==> src/verilog/sls_consts.vh <==
// sls_consts.vh: offsets, widths and reset values of the lane status bank
// assumes: included by the lane status modules, definitions only
`ifndef SLS_CONSTS_VH
`define SLS_CONSTS_VH
`define SLS_ADDR_W        12
`define SLS_DATA_W        8
`define SLS_LANES         8
`define SLS_CNT_W         8
`define SLS_OFF_CTRL      12'h46F
`define SLS_OFF_CG        12'h470
`define SLS_OFF_FRAME     12'h471
`define SLS_RST_CTRL      8'h00
`define SLS_RST_CG        8'h00
`define SLS_RST_FRAME     8'h00
`define SLS_RD_UNMAPPED   8'h00
`endif

==> src/verilog/sls_lane_cmp.v <==
// sls_lane_cmp.v: one lane, error count against threshold, registered
// assumes: count and threshold are synchronous to mclk
`include "sls_consts.vh"
`timescale 1ns/1ps
`default_nettype none
module sls_lane_cmp
(
  input  wire                   mclk,
  input  wire                   reset,
  input  wire                   clk_en,
  input  wire [`SLS_CNT_W-1:0]  err_count,
  input  wire [`SLS_CNT_W-1:0]  lane_error_threshold,
  output reg                    flag_q
);
  wire flag_d;
  // at or above threshold sets, below clears
  assign flag_d = (err_count >= lane_error_threshold);
  always @(posedge mclk)
  begin
    if (reset)
      flag_q <= 1'b0;
    else if (clk_en)
      flag_q <= flag_d;
  end
endmodule
`default_nettype wire

==> src/verilog/sls_status_bank.v <==
// sls_status_bank.v: read-only lane status registers for the serial link
// assumes: lane sync levels come from the lane receivers in another
// domain; error counts and threshold are on mclk; reads are by address
//
// Contract
// - unexpected control flag set when count >= threshold
// - control flags read-only, reset to zero
// - code group sync register, bit n lane n
// - code group sync bits read-only, reset zero
// - frame sync register, bit 7 lane 7
// - control flags at 0x46F, lanes 7 and 6 too
// - frame sync bits 6..0 lanes 6..0
`include "sls_consts.vh"
`timescale 1ns/1ps
`default_nettype none
module sls_status_bank
(
  input  wire                                mclk,
  input  wire                                reset,
  input  wire                                clk_en,
  input  wire [`SLS_LANES*`SLS_CNT_W-1:0]    lane_err_count,
  input  wire [`SLS_CNT_W-1:0]               lane_error_threshold,
  input  wire [`SLS_LANES-1:0]               code_group_locked_flag,
  input  wire [`SLS_LANES-1:0]               frame_locked_flag,
  input  wire                                skip_initial_lane_alignment,
  input  wire                                rd_en,
  input  wire [`SLS_ADDR_W-1:0]              rd_addr,
  output reg  [`SLS_DATA_W-1:0]              rd_data_q,
  output reg                                 rd_valid_q,
  output reg  [`SLS_LANES-1:0]               unexpected_control_char_flag_q,
  output reg                                 frame_sync_ignore_q
);
  // clk_en low holds every flop, the sync stages included
  localparam [1:0] SEL_NONE  = 2'b00;
  localparam [1:0] SEL_CTRL  = 2'b01;
  localparam [1:0] SEL_CG    = 2'b10;
  localparam [1:0] SEL_FRAME = 2'b11;

  // per-bit reset values, indexed by lane
  localparam [`SLS_LANES-1:0] RST_CTRL  = `SLS_RST_CTRL;
  localparam [`SLS_LANES-1:0] RST_CG    = `SLS_RST_CG;
  localparam [`SLS_LANES-1:0] RST_FRAME = `SLS_RST_FRAME;

  wire [`SLS_LANES-1:0]  ctrl_flag_w;
  wire [`SLS_LANES-1:0]  cg_sync_w;
  wire [`SLS_LANES-1:0]  frame_sync_w;
  wire [1:0]             rd_sel_w;
  wire                   rd_hit_w;
  reg                    skip_meta_q;
  reg                    skip_q;
  reg  [`SLS_DATA_W-1:0] rd_data_d;
  reg                    rd_valid_d;
  reg  [`SLS_LANES-1:0]  ctrl_flag_d;
  reg                    ignore_d;

  // one decoder serves the read mux and the mapped check
  function [1:0] sls_decode;
    input [`SLS_ADDR_W-1:0] addr;
    begin
      if (addr == `SLS_OFF_CTRL)
        sls_decode = SEL_CTRL;
      else if (addr == `SLS_OFF_CG)
        sls_decode = SEL_CG;
      else if (addr == `SLS_OFF_FRAME)
        sls_decode = SEL_FRAME;
      else
        sls_decode = SEL_NONE;
    end
  endfunction

  assign rd_sel_w = sls_decode(rd_addr);
  assign rd_hit_w = (sls_decode(rd_addr) != SEL_NONE);

  // per lane: threshold compare and two-stage sync of lock levels
  genvar g;
  generate
    for (g = 0; g < `SLS_LANES; g = g + 1)
    begin : g_lane
      reg cg_meta_q;
      reg cg_q;
      reg frame_meta_q;
      reg frame_q;

      // threshold 0 flags every lane; counts wrap inside the counter
      sls_lane_cmp u_sls_lane_cmp
      (
        .mclk                 (mclk),
        .reset                (reset),
        .clk_en               (clk_en),
        .err_count            (lane_err_count[g*`SLS_CNT_W +: `SLS_CNT_W]),
        .lane_error_threshold (lane_error_threshold),
        .flag_q               (ctrl_flag_w[g])
      );

      // code group lock comes from a receiver clock; meta stage unread
      always @(posedge mclk)
      begin
        if (reset)
        begin
          cg_meta_q <= RST_CG[g];
          cg_q      <= RST_CG[g];
        end
        else if (clk_en)
        begin
          cg_meta_q <= code_group_locked_flag[g];
          cg_q      <= cg_meta_q;
        end
      end

      // frame lock, same two stages
      always @(posedge mclk)
      begin
        if (reset)
        begin
          frame_meta_q <= RST_FRAME[g];
          frame_q      <= RST_FRAME[g];
        end
        else if (clk_en)
        begin
          frame_meta_q <= frame_locked_flag[g];
          frame_q      <= frame_meta_q;
        end
      end

      assign cg_sync_w[g]    = cg_q;
      assign frame_sync_w[g] = frame_q;
    end
  endgenerate

  // skip setting is a pin level; synced like the lock levels
  always @(posedge mclk)
  begin
    if (reset)
    begin
      skip_meta_q <= 1'b0;
      skip_q      <= 1'b0;
    end
    else if (clk_en)
    begin
      skip_meta_q <= skip_initial_lane_alignment;
      skip_q      <= skip_meta_q;
    end
  end

  // read mux; no write path exists, so every bit is read-only
  always @*
  begin
    // other addresses read zero, never an error
    rd_data_d = `SLS_RD_UNMAPPED;
    if (rd_hit_w)
    begin
      case (rd_sel_w)
        SEL_CTRL:  rd_data_d = ctrl_flag_w;
        SEL_CG:    rd_data_d = cg_sync_w;
        SEL_FRAME: rd_data_d = frame_sync_w;
        default:   rd_data_d = `SLS_RD_UNMAPPED;
      endcase
    end
  end

  // next values of the output registers
  always @*
  begin
    rd_valid_d  = rd_en;
    ctrl_flag_d = ctrl_flag_w;
    // frame sync still reported; this flag tells software to ignore it
    ignore_d    = skip_q;
  end

  // read data holds until the next taken read
  always @(posedge mclk)
  begin
    if (reset)
    begin
      rd_data_q <= `SLS_RD_UNMAPPED;
    end
    else if (clk_en && rd_en)
    begin
      rd_data_q <= rd_data_d;
    end
  end

  always @(posedge mclk)
  begin
    if (reset)
    begin
      rd_valid_q <= 1'b0;
    end
    else if (clk_en)
    begin
      rd_valid_q <= rd_valid_d;
    end
  end

  always @(posedge mclk)
  begin
    if (reset)
    begin
      unexpected_control_char_flag_q <= RST_CTRL;
    end
    else if (clk_en)
    begin
      unexpected_control_char_flag_q <= ctrl_flag_d;
    end
  end

  always @(posedge mclk)
  begin
    if (reset)
    begin
      frame_sync_ignore_q <= 1'b0;
    end
    else if (clk_en)
    begin
      frame_sync_ignore_q <= ignore_d;
    end
  end
endmodule
`default_nettype wire
==> config.mk <==
export PLATFORM = sky130hd
export DESIGN_NAME = sls_status_bank
export DESIGN_NICKNAME = d
export VERILOG_FILES = /design/src/verilog/sls_lane_cmp.v /design/src/verilog/sls_status_bank.v
export VERILOG_INCLUDE_DIRS = /design/src /design/src/verilog
export SDC_FILE = /design/constraint.sdc
export NUM_CORES = 1
export LEC_CHECK = 0
export ABC_AREA = 1
export BUFFER_PORTS_ARGS = -buffer_cell sky130_fd_sc_hd__buf_2
export CORE_ASPECT_RATIO = 0.9
export CORE_MARGIN = 5
export CORE_UTILIZATION = 44
export DETAILED_ROUTE_END_ITERATION = 6
export PLACE_DENSITY = 0.73
export SKIP_LAST_GASP = 1
export SYNTH_ARGS = -nofsm -noshare
export SYNTH_HDL_FRONTEND = slang
export SYNTH_SLANG_ARGS = --single-unit
==> constraint.sdc <==
create_clock -name mclk -period 1.1 [get_ports mclk]
set_input_delay 0.22 -clock mclk [delete_from_list [all_inputs] [get_ports mclk]]
set_output_delay 0.22 -clock mclk [all_outputs]
set_load 0.01 [all_outputs]
# Yosys cells after proc, flatten, opt, wreduce, memory -nomap -nowiden
# Index checks and enable logic that the tools add are counted.
# W data, S select, Z words.
# op_classes
n_lt_le_gt_ge	8
n_eq_ne	6
mux	5
reduce_logical	2
# op_table
operator	n
$ge A8 B8 Y1	8
$eq A12 B11 Y1 const B	3
$pmux W8 S3	1
$mux W8	1
$mux W2	3
$eq A2 B2 Y1 const B	2
$eq A2 B1 Y1 const B	1
$reduce_bool A2 Y1	1
$logic_and A1 B1 Y1	1
# word_totals
reg_bits	60
input_bits	105
output_inout_bits	18
wordCells	67

# Logic depth before layout (Yosys ltp)
# depth
word_depth	7
ltp_mapped	10
mapped_depth_nobuf	10

# Modules after synthesis
# From an unflattened synthesis, not the netlist that was laid out.
# unflattened
hier_cells	596
hier_area_um2	4110.2
# by_module_without_submodules
module	n_inst	cells_per_inst	area_per_inst_um2	seq_area_each_um2
sls_status_bank	1	284	2148.3	1041.0
sls_lane_cmp	8	39	245.2	20.0

# Worst setup path after synthesis
# OpenSTA, ideal clock, no wires.
# synth_timing
path_kind	input to register
start	in lane_error_threshold[7]
end	reg g_lane[0].u_sls_lane_cmp.flag_q
setup_time_ns	0.070
arrival_time_ns	1.109
required_time_ns	1.030
slack_ns	-0.079
stages	8
path_buffers	0
cell_sequence	inv_1 -> ha_1 -> nand2_1 -> nor2_1 -> nand4_1 -> nand3_1 -> nand2_1 -> a21oi_1
# synth_between
elab_chain_len	1
# synth_rtl
element	line_no	rtl
start, declared	sls_status_bank.v:22	input wire [`SLS_CNT_W-1:0] lane_error_threshold,
$ge A8 B8 Y1	sls_lane_cmp.v:17	assign flag_d = (err_count >= lane_error_threshold);
end signal, assigned	sls_lane_cmp.v:23	flag_q <= flag_d;
end, declared	sls_lane_cmp.v:13	output reg flag_q
# Every way passes these cells.
# A chain may end at the register's enable or synchronous reset.

# Worst setup path after layout
# layout_timing
start	in lane_error_threshold[7]
end	reg g_lane[4].u_sls_lane_cmp.flag_q
# layout_between
elab_chain_len	1
# layout_rtl
element	line_no
$ge A8 B8 Y1	sls_lane_cmp.v:17
end signal, assigned	sls_lane_cmp.v:23
end, declared	sls_lane_cmp.v:13
# Every way passes these cells.

==> results.yml <==
floorplan:
  start_util_pct: 45.44
  coreArea_um2: 8608
  die_area_um2: 10880
  rows: 32
  ios: 123
  fp.dieW_um: 109.4
  die_y_um: 99.45
placement:
  placed_area_um2: 4722
  dp_slack_ns: -0.4342
  dp.cells: 770
  routabilityCongestion: 0.8819
  port_buffers: 122
  dpl.hpwl_um: 8294
critical_path:
  crit_path_start_kind: "input port"
  regToRegSetupSlack_ns: 0.28
  cp.arrival_ns: 1.46
  r2r_cells: 4
  rr_startpoint: "g_lane[5].cg_q"
  r2r-end: "rd_data_q[5]"
  crit_fanout: 8
  slowest_stage: "a21oi_1"
  required_ns: 1.32
  cpPeakStageDelay_ns: 0.24
  worstSetupPathType: "in -> reg"
  endpoint_kind: "flip-flop"
  crit_chain: "buf_6 -> clkinvlp_4 -> buf_12 -> ha_4 -> a21oi_1 -> o21a_1 -> nand3_1 -> nand2_1 -> a21oi_2"
cts:
  cts_max_level: 3
  root_buffer: "clkbuf_8"
  holdBufCountCts: 0
  numCtsBuffers: 9
  cts_tree: "done"
  clk_path_buf_depth: 2
  clock_sinks: 60
  clkSlewWorstSetupHoldPaths_ns: 0.07
  clkLatencyLatePin_ns: 0.34
cells_and_area:
  area_delta_synth_final_pct: 45.52
  utilization_pct: 66.12
  finalInstanceArea_um2: 5692
  fin_nets: 837
  drive_gt1_share_pct: 37.44
  antenna_cells: 0
  fillers: 664
  stdcell_count: 792
routing:
  firstDrtPassIters: 5
  wl_per_cell_um: 15.59
  wl_um: 12350
  vias: 4152
  drc: 0
  antenna_left: 0
  viasPerCell: 5.242
  first_iter_violations: 218
timing:
  timing.hold.ws_ns: 0.1184
  finClkSkew_ns: 0.008727
  period_needed_ns: 1.238
  rsz0062_at_grt: "yes"
  finalSetupViolCount: 7
  tightestPinTransition_ns: 0.3592
  finalCritPeriodShare_pct: 112.5
  timing.fmax_mhz: 807.8
  tns_ns: -0.3900
  slew_violations: 0
  slew_headroom_pct: 76.03
  hold_viol: 0
  final.setup.worst_slack_ns: -0.1379
power:
  p_total_mw: 6.072
  vdd.ir_drop.worst_v: 0.0006619
  p_per_area_nw_per_um2: 1067
  p_leak_nw: 2.564
status:
  status: "finished, violations left"
  violations: "negative setup slack"
synth:
  ys.flop_type: "dfxtp_1"
  syn_area_per_cell_um2: 7.352
  synth_edf_count: 0
  ys_seq_area_share_pct: 30.71
  synth_nets: 701
  yosys_register_bits: 60
  yosys_warnings: 0
  synthCells: 532
  syn_area_um2: 3911
  async_reset_ff_share_pct: 0
  synth_cell_types: 24
hold_path:
  hold_class: "in -> reg"
  holdPathStages: 3
  min-delay-start: "frame_locked_flag[4]"
  hold_end: "g_lane[4].frame_meta_q"
grt:
  grt.total_usage_pct: 20.17
  grt_pass1_wl_um: 17640
  grt_start_max_net_pins: 51
  antenna_found_initial: 0
  gr-usage-met1_pct: 25.01
  busiest_layer: "met2"
  gr-total-overflow: 0
  use_met2_pct: 33.79
  gr-usage-met3_pct: 5.256
  grt_pass1_vias: 3907
flow_run:
  maxCapViolations: 0
## sequential cells by signal, indices dropped and copies added, names as in the netlist
signal / cells
g_lane.cg_meta_q: 8
g_lane.frame_meta_q: 8
skip_meta_q: 1
ignore_d: 1
rd_data_q: 8
rd_valid_q: 1
g_lane.u_sls_lane_cmp.flag_q: 8
g_lane.cg_q: 8
frame_sync_ignore_q: 1
g_lane.frame_q: 8
unexpected_control_char_flag_q: 8
## synthesized netlist by cell type (3+ instances only)
| cell | number | area, um^2 |
|---|---|---|
| o21bai_1 | 8 | 60.06 |
| dfxtp_1 | 60 | 1201 |
| a21oi_2 | 8 | 70.07 |
| nand2_1 | 177 | 664.4 |
| inv_1 | 41 | 153.9 |
| o21a_1 | 8 | 60.06 |
| ha_1 | 64 | 800.8 |
| a21oi_1 | 76 | 380.4 |
| clkbuf_8 | 3 | 41.29 |
| nand4_1 | 16 | 100.1 |
| nor2_1 | 14 | 52.55 |
| clkbuf_1 | 10 | 37.54 |
| nand3_1 | 32 | 160.2 |
## layer usage
metal	vias to the layer above	wire [um]
met1	1888	4980
met3	48	754
met4	0	499
li1	2055	-
met5	-	0
met2	161	6115
## timing repair
| action | CTS | global route |
|---|---|---|
| gates resized for setup | 36 | 58 |
| pin swaps | 25 | 33 |
| endpoints found under the setup margin | 6 | 8 |
| setup buffers | 4 | 2 |
## worst max path at each step
| stage | endpoint | startpoint | depth (start not counted) | slack (ns) |
|---|---|---|---|---|
| 2_1_floorplan | g_lane[0].u_sls_lane_cmp.flag_q | lane_error_threshold[7] | 8 | -0.08 |
| 3_3_place_gp | g_lane[4].u_sls_lane_cmp.flag_q | lane_error_threshold[7] | 9 | -0.42 |
| 3_5_place_dp | g_lane[4].u_sls_lane_cmp.flag_q | lane_error_threshold[7] | 8 | -0.43 |
| 4_1_cts | g_lane[0].u_sls_lane_cmp.flag_q | lane_error_threshold[7] | 10 | -0.004 |
| 5_1_grt | g_lane[0].u_sls_lane_cmp.flag_q | lane_error_threshold[2] | 12 | -0.17 |
| 6_report | g_lane[4].u_sls_lane_cmp.flag_q | lane_error_threshold[7] | 9 | -0.14 |
## cells in the final DEF, fill, tap and decap left out, types with 10 or more instances in the layout
cell,synthesis,layout
buf_2,2,118
a21oi_2,8,18
dfxtp_1,60,60
nand4_1,16,16
ha_4,0,37
clkbuf_8,3,10
a21oi_1,76,66
inv_1,41,32
nand3_1,32,30
nand2_1,177,168
ha_1,64,27
buf_4,0,13
## cells by family after synthesis
family	share of synthesized area, %
adder cells (fa/ha/maj)	20.47
AO/OA/AOI/OAI	14.59
flip-flops	30.71
buffers and inverters	7.486
AND/OR/NAND/NOR	26.74
## power breakdown
part / switching (mW) / internal, mW
Combinational: 0.808 / 0.724
Sequential: 0.0577 / 2.26
Clock: 0.887 / 1.34
## critical path: cells and delay by family
kind / cells / cell delay [ns]
AOI/OAI and AO/OA: 3 / 0.51
buffers and inverters: 3 / 0.33
adders and majority gates: 1 / 0.23
and+or+nand+nor: 2 / 0.17
## area by class of cell
type | instances | area [um^2] | area share (%)
clock buffer | 10 | 137.6 | 2.418
sequential | 60 | 1201 | 21.10
inverter | 43 | 181.4 | 3.188
clock inverter | 6 | 86.33 | 1.517
multi-input combinational | 409 | 3025 | 53.15
tap | 119 | 148.9 | 2.616
timing repair buffer | 145 | 910.9 | 16.00
Note: power is estimated with default switching activity, not from simulation.
